### config.mk
export PLATFORM = sky130hd
export DESIGN_NAME = mbox_dev_end_flat
export DESIGN_NICKNAME = d
export VERILOG_FILES = /design/src/core/mbox_pkg.sv /design/src/core/mbox_if.sv /design/src/core/mbox_dev_end.sv /design/src/core/mbox_host_end.sv /design/src/flat_wrapper.sv
export VERILOG_INCLUDE_DIRS = /design/src /design/src/core
export SDC_FILE = /design/constraint.sdc
export NUM_CORES = 1
export LEC_CHECK = 0
export BUFFER_PORTS_ARGS = -buffer_cell sky130_fd_sc_hd__buf_2
export CAP_MARGIN = 5
export CORE_MARGIN = 2
export CORE_UTILIZATION = 55
export DETAILED_ROUTE_END_ITERATION = 7
export GPL_TIMING_DRIVEN = 0
export HOLD_SLACK_MARGIN = 0.05
export PLACE_DENSITY = 0.72
export SYNTH_ARGS = -nofsm -noshare
export SYNTH_HDL_FRONTEND = slang
export SYNTH_SLANG_ARGS = --single-unit
### constraint.sdc
create_clock -name core_clk_i -period 7.1 [get_ports core_clk_i]
set_input_delay 0.71 -clock core_clk_i [delete_from_list [all_inputs] [get_ports core_clk_i]]
set_output_delay 0.71 -clock core_clk_i [all_outputs]
set_load 0.01 [all_outputs]
### src/core/mbox_defines.svh
// Mailbox addresses, field positions and reset values
`ifndef MBOX_DEFINES_SVH
`define MBOX_DEFINES_SVH

// ****************************************
// DSP side register addresses
// ****************************************
`define DSP_HOST_CMD    16'hD140
`define DSP_HOST_BUSY   16'hD141
`define DSP_HOST_GEN_LO 16'hD142
`define DSP_HOST_GEN_HI 16'hD143
`define DSP_HOST_GEN    16'hD144
`define DSP_TX_COUNT    16'hD150
`define DSP_IRQ_STATUS  16'hD152
`define DSP_DSP_CMD     16'hD160
`define DSP_DSP_BUSY    16'hD161
`define DSP_DSP_GEN_LO  16'hD162
`define DSP_DSP_GEN_HI  16'hD163
`define DSP_DSP_GEN     16'hD164
`define DSP_RX_COUNT    16'hD170
`define DSP_HOST_WORDS  12'hD10
`define DSP_DSP_WORDS   12'hD11

// ****************************************
// Host side byte addresses
// ****************************************
`define HB_DSP_WORDS    8'h20
`define HB_WORDS_END    8'h40
`define HB_HOST_CMD     8'h40
`define HB_HOST_BUSY    8'h41
`define HB_HOST_GEN_LO  8'h42
`define HB_HOST_GEN_HI  8'h43
`define HB_DSP_CMD      8'h60
`define HB_DSP_BUSY     8'h61
`define HB_DSP_GEN_LO   8'h62
`define HB_DSP_GEN_HI   8'h63

// ****************************************
// Field positions and reset values
// ****************************************
`define BUSY_BIT        15
`define BUSY_HB_BIT     7
`define STAT_TX_DONE    3
`define STAT_RX_DONE    2
`define STAT_TX_EN      1
`define STAT_RX_EN      0
`define COUNT_RESET     4'hF

`endif

### src/core/mbox_pkg.sv
// State types of both mailbox ends
package mbox_pkg;

    // Device end state
    typedef struct packed {
        logic [7:0]        host_cmd;
        logic              host_busy;
        logic [15:0]       host_gen;
        logic [15:0][15:0] host_words;
        logic [7:0]        dsp_cmd;
        logic              dsp_busy;
        logic [15:0]       dsp_gen;
        logic [15:0][15:0] dsp_words;
        logic [3:0]        tx_cnt;
        logic              tx_act;
        logic [3:0]        tx_idx;
        logic [3:0]        rx_cnt;
        logic              rx_act;
        logic              rx_push;
        logic [3:0]        rx_pidx;
        logic [3:0]        rx_pend;
        logic              tx_done;
        logic              rx_done;
        logic              tx_en;
        logic              rx_en;
        logic [15:0]       dsp_rdata;
        logic [7:0]        host_rdata;
    } dev_state_t;

    // Host end sequencer states
    typedef enum logic [2:0] {
        H_IDLE,
        H_POLL,
        H_CHECK,
        H_READ,
        H_DATA
    } host_fsm_t;

    // Host end state
    typedef struct packed {
        host_fsm_t  st;
        logic       wr;
        logic       rd;
        logic [7:0] addr;
        logic [7:0] wdata;
        logic       rd_valid;
        logic [7:0] rd_data;
    } host_state_t;

endpackage : mbox_pkg

### src/core/mbox_if.sv
// Byte bus and DMA byte streams between host and device ends
`timescale 1ns/1ns
interface mbox_if;
    logic       hb_wr;
    logic       hb_rd;
    logic [7:0] hb_addr;
    logic [7:0] hb_wdata;
    logic [7:0] hb_rdata;
    logic       dma_tx_req;
    logic       dma_tx_we;
    logic [7:0] dma_tx_data;
    logic       dma_rx_valid;
    logic       dma_rx_ready;
    logic [7:0] dma_rx_data;

    modport host_end (
        output hb_wr, hb_rd, hb_addr, hb_wdata, dma_tx_we, dma_tx_data, dma_rx_ready,
        input  hb_rdata, dma_tx_req, dma_rx_valid, dma_rx_data
    );
    modport dev_end (
        input  hb_wr, hb_rd, hb_addr, hb_wdata, dma_tx_we, dma_tx_data, dma_rx_ready,
        output hb_rdata, dma_tx_req, dma_rx_valid, dma_rx_data
    );
endinterface : mbox_if

### src/core/mbox_dev_end.sv
// Device end of the mailbox: DSP port, host byte bus slave and DMA mailbox
//
// Contract
// - Host command byte, host writes, reset zero
// - Host command write sets host busy flag
// - DSP write to busy register clears it
// - Host writes command only while not busy; a host byte access write to it is taken even while busy
// - DSP command byte, DSP writes, reset zero
// - DSP command write sets DSP busy flag
// - Host write to DSP busy clears it
// - DSP writes command only while not busy
// - Host generic word written as two bytes
// - DSP generic word read as two bytes
// - Sixteen host words, upper eight DMA transmit
// - Sixteen DSP words, upper eight DMA receive
// - Transmit count write starts count+1 bytes
// - Transmit count decrements, ends and resets F
// - Receive count write starts count+1 bytes
// - Receive count decrements, ends and resets F
// - Status read clears completion flags
// - Transmit done flag in bit three
// - Receive done flag in bit two
// - Mask bits one and zero gate interrupts
`timescale 1ns/1ns

// ****************************************
// Device end
// ****************************************
module mbox_dev_end
    import mbox_pkg::*;
#(
    parameter int FIFO_DEPTH = 4
) (
    // Clock and reset
    input  wire logic        core_clk_i,
    input  wire logic        resetn_i,
    // DSP register port
    input  wire logic        dsp_wr_i,
    input  wire logic        dsp_rd_i,
    input  wire logic [15:0] dsp_addr_i,
    input  wire logic [15:0] dsp_wdata_i,
    output logic [15:0]      dsp_rdata_o,
    output logic             dsp_irq_o,
    // Host link
    mbox_if.dev_end          link
);
`include "mbox_defines.svh"

    dev_state_t q, d;
    logic       fifo_in_ready;
    logic [7:0] push_byte;
    logic       push_fire;
    logic       pop_fire;
    logic       tx_fire;

    // Receive bytes leave the DSP words via the FIFO
    assign push_byte = q.dsp_words[{1'b1, q.rx_pidx[3:1]}][{q.rx_pidx[0], 3'b000} +: 8];
    assign push_fire = q.rx_push && fifo_in_ready;
    assign pop_fire  = link.dma_rx_valid && link.dma_rx_ready && q.rx_act;
    assign tx_fire   = q.tx_act && link.dma_tx_we;

    mbox_fifo #(
        .WIDTH (8),
        .DEPTH (FIFO_DEPTH)
    ) u_rx_fifo (
        .core_clk_i  (core_clk_i),
        .resetn_i    (resetn_i),
        .in_valid_i  (q.rx_push),
        .in_ready_o  (fifo_in_ready),
        .in_data_i   (push_byte),
        .out_valid_o (link.dma_rx_valid),
        .out_ready_i (link.dma_rx_ready),
        .out_data_o  (link.dma_rx_data)
    );

    // Outputs from the state register
    assign dsp_rdata_o     = q.dsp_rdata;
    assign link.hb_rdata   = q.host_rdata;
    assign link.dma_tx_req = q.tx_act;
    assign dsp_irq_o       = (q.tx_done && q.tx_en) || (q.rx_done && q.rx_en);

    // Next state; clears come first so a same-cycle set wins
    always_comb begin
        d = q;
        // DSP reads
        if (dsp_rd_i) begin
            d.dsp_rdata = 16'h0000;
            if (dsp_addr_i == `DSP_HOST_CMD) begin
                d.dsp_rdata = {8'h00, q.host_cmd};
            end else if (dsp_addr_i == `DSP_HOST_GEN) begin
                d.dsp_rdata = q.host_gen;
            end else if (dsp_addr_i == `DSP_HOST_GEN_HI) begin
                d.dsp_rdata = {8'h00, q.host_gen[15:8]};
            end else if (dsp_addr_i == `DSP_HOST_GEN_LO) begin
                d.dsp_rdata = {8'h00, q.host_gen[7:0]};
            end else if (dsp_addr_i == `DSP_DSP_BUSY) begin
                d.dsp_rdata[`BUSY_BIT] = q.dsp_busy;
            end else if (dsp_addr_i == `DSP_TX_COUNT) begin
                d.dsp_rdata = {12'h000, q.tx_cnt};
            end else if (dsp_addr_i == `DSP_RX_COUNT) begin
                d.dsp_rdata = {12'h000, q.rx_cnt};
            end else if (dsp_addr_i == `DSP_IRQ_STATUS) begin
                d.dsp_rdata[`STAT_TX_DONE] = q.tx_done;
                d.dsp_rdata[`STAT_RX_DONE] = q.rx_done;
                d.dsp_rdata[`STAT_TX_EN]   = q.tx_en;
                d.dsp_rdata[`STAT_RX_EN]   = q.rx_en;
                d.tx_done = 1'b0;
                d.rx_done = 1'b0;
            end else if (dsp_addr_i[15:4] == `DSP_HOST_WORDS) begin
                d.dsp_rdata = q.host_words[dsp_addr_i[3:0]];
            end
        end
        // Host byte reads
        if (link.hb_rd) begin
            d.host_rdata = 8'h00;
            if (link.hb_addr == `HB_HOST_BUSY) begin
                d.host_rdata[`BUSY_HB_BIT] = q.host_busy;
            end else if (link.hb_addr == `HB_DSP_CMD) begin
                d.host_rdata = q.dsp_cmd;
            end else if (link.hb_addr == `HB_DSP_BUSY) begin
                d.host_rdata[`BUSY_HB_BIT] = q.dsp_busy;
            end else if (link.hb_addr == `HB_DSP_GEN_HI) begin
                d.host_rdata = q.dsp_gen[15:8];
            end else if (link.hb_addr == `HB_DSP_GEN_LO) begin
                d.host_rdata = q.dsp_gen[7:0];
            end else if (link.hb_addr >= `HB_DSP_WORDS && link.hb_addr < `HB_WORDS_END) begin
                d.host_rdata = q.dsp_words[link.hb_addr[4:1]][{link.hb_addr[0], 3'b000} +: 8];
            end
        end
        // Host byte writes
        if (link.hb_wr) begin
            if (link.hb_addr == `HB_DSP_BUSY) begin
                d.dsp_busy = 1'b0;
            end else if (link.hb_addr == `HB_HOST_GEN_HI) begin
                d.host_gen[15:8] = link.hb_wdata;
            end else if (link.hb_addr == `HB_HOST_GEN_LO) begin
                d.host_gen[7:0] = link.hb_wdata;
            end else if (link.hb_addr < `HB_DSP_WORDS) begin
                d.host_words[link.hb_addr[4:1]][{link.hb_addr[0], 3'b000} +: 8] =
                    link.hb_wdata;
            end
        end
        // DMA writes into the upper host words
        if (tx_fire) begin
            d.host_words[{1'b1, q.tx_idx[3:1]}][{q.tx_idx[0], 3'b000} +: 8] = link.dma_tx_data;
            d.tx_idx = q.tx_idx + 4'h1;
            d.tx_cnt = q.tx_cnt - 4'h1;
            if (q.tx_cnt == 4'h0) begin
                d.tx_act  = 1'b0;
                d.tx_done = 1'b1;
            end
        end
        // Receive bytes into the FIFO
        if (push_fire) begin
            d.rx_pidx = q.rx_pidx + 4'h1;
            if (q.rx_pidx == q.rx_pend) begin
                d.rx_push = 1'b0;
            end
        end
        // Receive bytes taken by the host DMA
        if (pop_fire) begin
            d.rx_cnt = q.rx_cnt - 4'h1;
            if (q.rx_cnt == 4'h0) begin
                d.rx_act  = 1'b0;
                d.rx_done = 1'b1;
            end
        end
        // DSP writes
        if (dsp_wr_i) begin
            if (dsp_addr_i == `DSP_HOST_BUSY) begin
                d.host_busy = 1'b0;
            end else if (dsp_addr_i == `DSP_DSP_CMD) begin
                if (!q.dsp_busy) begin
                    d.dsp_cmd  = dsp_wdata_i[7:0];
                    d.dsp_busy = 1'b1;
                end
            end else if (dsp_addr_i == `DSP_DSP_GEN) begin
                d.dsp_gen = dsp_wdata_i;
            end else if (dsp_addr_i == `DSP_DSP_GEN_HI) begin
                d.dsp_gen[15:8] = dsp_wdata_i[7:0];
            end else if (dsp_addr_i == `DSP_DSP_GEN_LO) begin
                d.dsp_gen[7:0] = dsp_wdata_i[7:0];
            end else if (dsp_addr_i == `DSP_TX_COUNT) begin
                d.tx_cnt = dsp_wdata_i[3:0];
                d.tx_act = 1'b1;
                d.tx_idx = 4'h0;
            end else if (dsp_addr_i == `DSP_RX_COUNT) begin
                // A restart does not flush bytes already queued
                d.rx_cnt  = dsp_wdata_i[3:0];
                d.rx_act  = 1'b1;
                d.rx_push = 1'b1;
                d.rx_pidx = 4'h0;
                d.rx_pend = dsp_wdata_i[3:0];
            end else if (dsp_addr_i == `DSP_IRQ_STATUS) begin
                d.tx_en = dsp_wdata_i[`STAT_TX_EN];
                d.rx_en = dsp_wdata_i[`STAT_RX_EN];
            end else if (dsp_addr_i[15:4] == `DSP_DSP_WORDS) begin
                d.dsp_words[dsp_addr_i[3:0]] = dsp_wdata_i;
            end
        end
        // Host command last: its busy set beats a DSP clear
        if (link.hb_wr && link.hb_addr == `HB_HOST_CMD) begin
            d.host_cmd  = link.hb_wdata;
            d.host_busy = 1'b1;
        end
    end

    // State register; counters idle at F
    always_ff @(posedge core_clk_i or negedge resetn_i) begin
        if (!resetn_i) begin
            q        <= '0;
            q.tx_cnt <= `COUNT_RESET;
            q.rx_cnt <= `COUNT_RESET;
        end else begin
            q <= d;
        end
    end
endmodule : mbox_dev_end

### src/core/mbox_host_end.sv


// ****************************************
// Byte FIFO on the receive DMA path
// ****************************************
module mbox_fifo #(
    parameter int WIDTH = 8,
    parameter int DEPTH = 4
) (
    // Clock and reset
    input  wire logic             core_clk_i,
    input  wire logic             resetn_i,
    // Fill side
    input  wire logic             in_valid_i,
    output logic                  in_ready_o,
    input  wire logic [WIDTH-1:0] in_data_i,
    // Drain side
    output logic                  out_valid_o,
    input  wire logic             out_ready_i,
    output logic [WIDTH-1:0]      out_data_o
);
    localparam int AW = (DEPTH > 1) ? $clog2(DEPTH) : 1;

    typedef struct packed {
        logic [DEPTH-1:0][WIDTH-1:0] mem;
        logic [AW-1:0]               wp;
        logic [AW-1:0]               rp;
        logic [AW:0]                 cnt;
    } fifo_state_t;

    fifo_state_t q, d;
    logic        push;
    logic        pop;

    // Flags straight from the fill count
    assign in_ready_o  = (q.cnt != (AW+1)'(DEPTH));
    assign out_valid_o = (q.cnt != '0);
    assign out_data_o  = q.mem[q.rp];
    assign push        = in_valid_i && in_ready_o;
    assign pop         = out_valid_o && out_ready_i;

    // Wrap handles depths that are not a power of two
    always_comb begin
        d = q;
        if (push) begin
            d.mem[q.wp] = in_data_i;
            d.wp = (q.wp == AW'(DEPTH-1)) ? '0 : q.wp + 1'b1;
        end
        if (pop) begin
            d.rp = (q.rp == AW'(DEPTH-1)) ? '0 : q.rp + 1'b1;
        end
        if (push && !pop) begin
            d.cnt = q.cnt + 1'b1;
        end else if (pop && !push) begin
            d.cnt = q.cnt - 1'b1;
        end
    end

    // State register
    always_ff @(posedge core_clk_i or negedge resetn_i) begin
        if (!resetn_i) begin
            q <= '0;
        end else begin
            q <= d;
        end
    end
endmodule : mbox_fifo

### src/flat_wrapper.sv
// flat-port wrapper written by rule: the top's interface ports become plain ports
module mbox_dev_end_flat import mbox_pkg::*;
#(
    parameter int FIFO_DEPTH = 4
)
  (core_clk_i, resetn_i, dsp_wr_i, dsp_rd_i, dsp_addr_i, dsp_wdata_i, dsp_rdata_o, dsp_irq_o, link_hb_wr, link_hb_rd, link_hb_addr, link_hb_wdata, link_dma_tx_we, link_dma_tx_data, link_dma_rx_ready, link_hb_rdata, link_dma_tx_req, link_dma_rx_valid, link_dma_rx_data);
  mbox_if link_i ();
  input  wire logic core_clk_i;
  input  wire logic resetn_i;
  input  wire logic dsp_wr_i;
  input  wire logic dsp_rd_i;
  input  wire logic [15:0] dsp_addr_i;
  input  wire logic [15:0] dsp_wdata_i;
  output logic [15:0] dsp_rdata_o;
  output logic dsp_irq_o;
  input wire logic [$bits(link_i.hb_wr)-1:0] link_hb_wr;
  input wire logic [$bits(link_i.hb_rd)-1:0] link_hb_rd;
  input wire logic [$bits(link_i.hb_addr)-1:0] link_hb_addr;
  input wire logic [$bits(link_i.hb_wdata)-1:0] link_hb_wdata;
  input wire logic [$bits(link_i.dma_tx_we)-1:0] link_dma_tx_we;
  input wire logic [$bits(link_i.dma_tx_data)-1:0] link_dma_tx_data;
  input wire logic [$bits(link_i.dma_rx_ready)-1:0] link_dma_rx_ready;
  output wire logic [$bits(link_i.hb_rdata)-1:0] link_hb_rdata;
  output wire logic [$bits(link_i.dma_tx_req)-1:0] link_dma_tx_req;
  output wire logic [$bits(link_i.dma_rx_valid)-1:0] link_dma_rx_valid;
  output wire logic [$bits(link_i.dma_rx_data)-1:0] link_dma_rx_data;
  assign link_i.hb_wr = link_hb_wr;
  assign link_i.hb_rd = link_hb_rd;
  assign link_i.hb_addr = link_hb_addr;
  assign link_i.hb_wdata = link_hb_wdata;
  assign link_i.dma_tx_we = link_dma_tx_we;
  assign link_i.dma_tx_data = link_dma_tx_data;
  assign link_i.dma_rx_ready = link_dma_rx_ready;
  assign link_hb_rdata = link_i.hb_rdata;
  assign link_dma_tx_req = link_i.dma_tx_req;
  assign link_dma_rx_valid = link_i.dma_rx_valid;
  assign link_dma_rx_data = link_i.dma_rx_data;
  mbox_dev_end #(.FIFO_DEPTH(FIFO_DEPTH)) u_core (.core_clk_i(core_clk_i), .resetn_i(resetn_i), .dsp_wr_i(dsp_wr_i), .dsp_rd_i(dsp_rd_i), .dsp_addr_i(dsp_addr_i), .dsp_wdata_i(dsp_wdata_i), .dsp_rdata_o(dsp_rdata_o), .dsp_irq_o(dsp_irq_o), .link(link_i));
endmodule
==> results of run 1 <==
per-stage QoR:
step	power (µW)	setup TNS [ns]	util	hold WS [ns]	setup slack (ns)
CTS	8220	0	0.619	0.101	3.40
global placement	4570	-4928.07	0.578	0.464	-7.69
global route	8450	0	0.619	0.136	3.28
finish	8200	0	0.619	0.0730	3.37
detailed placement	4600	0	0.581	0.472	2.92
floorplan	4300	0	-	0.414	4.30
where the power goes:
part	total, µW	switching [µW]	leakage (µW)	internal [µW]
registers	3880	65.9	0.00898	3820
logic	660	422	0.00709	238
clock network	3660	1540	0.00110	2120
layout by cell type (no fill, tap or decap), types with 29 or more instances in the layout:
cell type  count
buf_2        109
mux2i_1      147
nand3_1       43
mux2_1        31
o21ai_0      127
mux4_2       187
clkbuf_1     137
buf_1         35
buf_4         29
a21oi_1       50
a22oi_1       36
clkbuf_16     73
nand2_1      238
mux2_2       424
nor2_1        96
dfrtp_1      644
worst paths after layout:
kind,cells past startpoint,end
hold / removal,1,u_core.u_rx_fifo.q[12]$_DFFE_PN0P_
setup / recovery,5,u_core.u_rx_fifo.q[9]$_DFFE_PN0P_
max in group asynchronous,4,u_core.q[524]$_DFF_PN0_
min in group core_clk_i,2,u_core.q[275]$_DFFE_PN0P_
setup reg to reg,5,u_core.u_rx_fifo.q[9]$_DFFE_PN0P_
hold reg to reg,2,u_core.q[308]$_DFFE_PN0P_
final cells by class:
type | count | area, µm² | area share
flip-flops and latches | 652 | 16300 | 0.448
multi-input cells | 1618 | 15300 | 0.421
clock buffers | 103 | 2060 | 0.0566
well taps | 773 | 967 | 0.0266
plain buffers | 216 | 961 | 0.0264
repair buffers | 82 | 533 | 0.0146
clock inverters | 15 | 185 | 0.00509
inverters | 14 | 52.6 | 0.00144
diodes | 2 | 5.00 | 0.000137
logic make-up after synthesis:
logic type / after synthesis / synth area share
xor+xnor: 18 / 0.00483
buf+inv: 230 / 0.0311
flops: 652 / 0.500
fa+ha+maj: 11 / 0.00445
mux: 789 / 0.331
simple gates: 512 / 0.0756
compound gates: 288 / 0.0527
flip-flops by register name, indices dropped and copies added, names as in the netlist:
name and flops:
u_core.dsp_rdata_o 16, u_core.q 588, u_core.u_rx_fifo.q 39, u_core.link.dma_tx_req 1, u_core.link.hb_rdata 8
per-layer routing:
layer	share of wire	vias up	GRT usage
li1	-	9505	-
met3	0.092	235	0.0737
met1	0.41	12034	0.473
met5	0.00039	-	0
met2	0.46	1178	0.506
met4	0.037	6	0.123
==> run_results.csv, run 1 <==
group,metric,value,unit
critical_path,rr_startpoint,"u_core.q[33]$_DFF_PN0_",
grt,grt_pass1_wl,149000,µm
critical_path,crit_top_cell,"mux4_2",
logic_synthesis,synth.most_common_cell,"dfrtp_1",
routing,wl,100000,µm
final_layout,nFillCells,4466,
final_layout,area_growth,11.5,%
pwr,peakVddDrop,219,µV
outcome,status,"completed",
logic_synthesis,ys.flop_type,"dfrtp_1",
grt,antenna_found_initial,6,
place,gp_congestion,0.957,
cts,cts_resized,0,
critical_path,critical-path-top-delay-family,"buffers and inverters",
logic_synthesis,yosysTopAreaCellShare,0.494,
pwr,power.density,225,nW/µm²
cts,worstSkewPairLatency,0.63,ns
cts,post-cts-setup-buffer-count,0,
routing,drt-wirelength-per-cell,28.8,µm
logic_synthesis,synth_commonest_cells,"dfrtp_1, mux2_2, nand2_1",
die,die_y,248,µm
logic_synthesis,synth_area_leaders,"dfrtp_1, mux2_2, mux4_2",
critical_path,cp_max_fo,10,
sta,period_share,0.525,
logic_synthesis,syn_area,32600,µm²
place,dpl-instance-area,34100,µm²
critical_path,worst_setup_path_start_kind,"flip-flop",
cts,htreeDepth,3,
grt,grt_pass1_vias,22972,
critical_path,path_class,"flip-flop to flip-flop",
routing,num_vias,22958,
logic_synthesis,synth_top_area_cell,"dfrtp_1",
cts,numCtsBuffers,70,
die,core_area,58800,µm²
routing,ant_nets,0,
grt,grt_usage,0.332,
logic_synthesis,synth_seq_cells,652,
die,rows,89,
critical_path,slowest_delay,0.96,ns
job,drv_cap,0,
sta,skew,0.0357,ns
logic_synthesis,yosys.cell_types.count,69,
critical_path,path_cells,"clkbuf_1 > buf_1 > mux4_2 > mux4_2 > mux2_2",
grt,grt_start_max_net_pins,127,
die,fp.dieW,248,µm
final_layout,nets,2729,
logic_synthesis,syn_nets,2575,
place,port_buffers,77,
cts,hold_buffers,0,
grt,overflow,0,
logic_synthesis,ys_warn_count,0,
die,io-pin-count,99,
logic_synthesis,synth_seq_area_share,0.500,
logic_synthesis,synthCells,2500,
sta,drv_slew,0,
routing,firstDrtPassIters,8,
die,start_util,0.555,
place,post-dp-hpwl,71000,µm
critical_path,cp.required,7.60,ns
sta,rsz0062_at_grt,"false",
final_layout,fin_cells,3475,
final_layout,drive_gt1_frac,0.333,
cts,cts.sinks,652,
sta,fin_crit,3.73,ns
sta,slew_headroom,0.131,
critical_path,critPathLaunch,"u_core.q[33]$_DFF_PN0_",
cts,cts_root_buf,"clkbuf_16",
sta,finalHoldViolCount,0,
logic_synthesis,async_flop_share,1.00,
final_layout,final_area,36400,µm²
cts,cts_tree,"built",
sta,fmax,268,MHz
routing,drtIter0Drc,2750,
min_path,hold_path.class,"input port to asynchronous set/reset pin",
sta,worstMarginPinSlew,1.29,ns
critical_path,path_buf_inv,2,
place,place_inst,3355,
critical_path,rrSetupSlack,3.37,ns
cts,clock_path_buffers,3,
routing,drc_errors,0,
critical_path,end_kind,"flip-flop",
sta,setup_viol,0,
pwr,leakagePower,0.0172,µW
die,fp.dieArea,61300,µm²
logic_synthesis,syn_area_per_cell,13.1,µm²
routing,via_per_inst,6.61,
cts,cts.reportedPaths.clkPinSlew,0.06,ns
critical_path,crit_slowest_cell,"buf_1",
critical_path,crit_arrival,4.23,ns
logic_synthesis,synth_edf_count,0,
Power figures use the tool's default switching activity.
==> inputs of run 2 (changes only) <==
--- a/config.mk
+++ b/config.mk
@@ -13,7 +13,7 @@
 export DETAILED_ROUTE_END_ITERATION = 7
 export GPL_TIMING_DRIVEN = 0
 export HOLD_SLACK_MARGIN = 0.05
-export PLACE_DENSITY = 0.72
+export PLACE_DENSITY = 0.75
 export SYNTH_ARGS = -nofsm -noshare
 export SYNTH_HDL_FRONTEND = slang
 export SYNTH_SLANG_ARGS = --single-unit
==> constraint.sdc (replaced) <==
create_clock -name core_clk_i -period 3.32 [get_ports core_clk_i]
set_input_delay 0.332 -clock core_clk_i [delete_from_list [all_inputs] [get_ports core_clk_i]]
set_output_delay 0.332 -clock core_clk_i [all_outputs]
set_load 0.01 [all_outputs]
==> run_results.csv, run 2 (synthesis gave the netlist of run 1 again) <==
group,metric,value,unit
outcome,status,"completed",
final_layout,largest_register,"u_core.q",
min_path,hold_path.class,"input port to flip-flop",
final_layout,final_common_cell,"dfrtp_1",
sta,slew_headroom,0.0771,
die,die_y,248,µm
sta,tns,0,ns
critical_path,path_cells,"clkbuf_1 > clkbuf_1 > mux4_2 > mux4_2 > mux2_2",
routing,via_per_inst,6.69,
die,io-pin-count,99,
final_layout,register_area,16300,µm²
critical_path,rr_startpoint,"u_core.q[34]$_DFF_PN0_",
critical_path,reg2reg_depth,5,
sta,fin_crit,3.31,ns
sta,skew,0.0304,ns
sta,finalHoldViolCount,0,
critical_path,cp.required,3.82,ns
sta,setup_viol,0,
place,port_buffers,77,
sta,worstMarginPinSlew,1.37,ns
min_path,hold_end,"u_core.q[194]$_DFFE_PN0P_",
die,fp.dieW,248,µm
routing,drtIter0Drc,2751,
final_layout,multiInputGateArea,15300,µm²
routing,wl,101000,µm
pwr,peakVddDrop,493,µV
cts,clock_path_buffers,3,
place,gp_congestion,0.969,
routing,drt-wirelength-per-cell,28.8,µm
job,drv_cap,0,
final_layout,nFillCells,4388,
critical_path,slowest_delay,0.87,ns
grt,grt_usage,0.334,
critical_path,path_buf_inv,2,
critical_path,rrSetupSlack,0.01,ns
cts,htreeDepth,3,
critical_path,critical-path-top-delay-family,"multiplexers",
min_path,min_delay_path_depth,2,
final_layout,drive_gt1_frac,0.337,
cts,cts.sinks,652,
grt,grt_start_max_net_pins,132,
critical_path,r2r-end,"u_core.u_rx_fifo.q[33]$_DFFE_PN0P_",
place,dpl-instance-area,34200,µm²
final_layout,area_growth,12.4,%
grt,overflow,0,
sta,drv_slew,0,
grt,antenna_found_initial,9,
routing,ant_nets,0,
critical_path,path_class,"flip-flop to flip-flop",
critical_path,cp_max_fo,10,
critical_path,crit_slowest_cell,"clkbuf_1",
sta,fmax,302,MHz
cts,numCtsBuffers,71,
sta,rsz0062_at_grt,"false",
final_layout,largest_register_ff_count,588,
final_layout,final_core_util,0.624,
pwr,power.density,488,nW/µm²
critical_path,worst_setup_path_start_kind,"flip-flop",
grt,grt_pass1_wl,150000,µm
routing,firstDrtPassIters,6,
die,start_util,0.555,
routing,drc_errors,0,
critical_path,crit_arrival,3.81,ns
die,core_area,58800,µm²
grt,grt_pass1_vias,23445,
final_layout,mostFrequentLayoutCells,"dfrtp_1, mux2_2, nand2_1",
cts,worstSkewPairLatency,0.63,ns
place,post-dp-hpwl,70600,µm
cts,cts.reportedPaths.clkPinSlew,0.06,ns
routing,num_vias,23392,
final_layout,final_area,36700,µm²
die,rows,89,
cts,cts_root_buf,"clkbuf_16",
pwr,leakagePower,0.0173,µW
min_path,hold_path.startpoint,"dsp_wdata_i[15]",
critical_path,end_kind,"flip-flop",
final_layout,nets,2740,
die,fp.dieArea,61300,µm²
cts,cts_tree,"built",
sta,period_share,0.996,
[run 2: layout make-up]
cell class,count,share of cell area
clock buffers,106,0.0578
repair buffers,92,0.0177
flip-flops and latches,652,0.445
clock inverters,23,0.00744
plain buffers,216,0.0264
diodes,3,0.000205
multi-input cells,1618,0.417
inverters,14,0.00143
well taps,773,0.0264
[run 2: stage by stage]
step	hold slack [ns]	total power, µW	cells	setup WS [ns]
2_1_floorplan	0.0364	9190	2500	0.713
4_1_cts	0.0523	17900	3493	0.110
5_1_grt	0.0755	18400	3496	0.0108
6_report	0.0690	17900	3497	0.0120
3_3_place_gp	0.467	9760	3350	-10.96
3_5_place_dp	0.336	9840	3356	-0.547
[run 2: how the worst max path moves through the flow]
| stage | from | endpoint | cells past startpoint |
|---|---|---|---|
| floorplan | u_core.q[33]$_DFF_PN0_ | u_core.u_rx_fifo.q[10]$_DFFE_PN0P_ | 5 |
| global placement | resetn_i | u_core.q[536]$_DFF_PN0_ | 1 |
| detailed placement | dsp_addr_i[3] | u_core.q[273]$_DFFE_PN0P_ | 6 |
| CTS | dsp_addr_i[3] | u_core.q[273]$_DFFE_PN0P_ | 6 |
| global route | dsp_addr_i[3] | u_core.q[273]$_DFFE_PN0P_ | 6 |
| finish | u_core.q[34]$_DFF_PN0_ | u_core.u_rx_fifo.q[33]$_DFFE_PN0P_ | 5 |
[run 2: power by group]
group	total, µW	internal [µW]	switching, µW
Combinational	1420	519	901
Sequential	8300	8160	143
Clock	8170	4760	3410
Total	17900	13400	4450
[run 2: repair_timing]
item | in CTS | in global routing
endpoints found under the setup margin | 28 | 0
buffers inserted | 0 | 0
hold endpoints to repair | 73 | 0
gates resized for setup | 3 | 0
hold buffers | 8 | 0
[run 2: routing by layer]
layer	global-route usage	vias to the layer above	wire [µm]
met3	0.0922	312	10100
met5	0	-	63
li1	-	9545	-
met1	0.445	12159	39300
met2	0.518	1366	46800
met4	0.141	10	4370
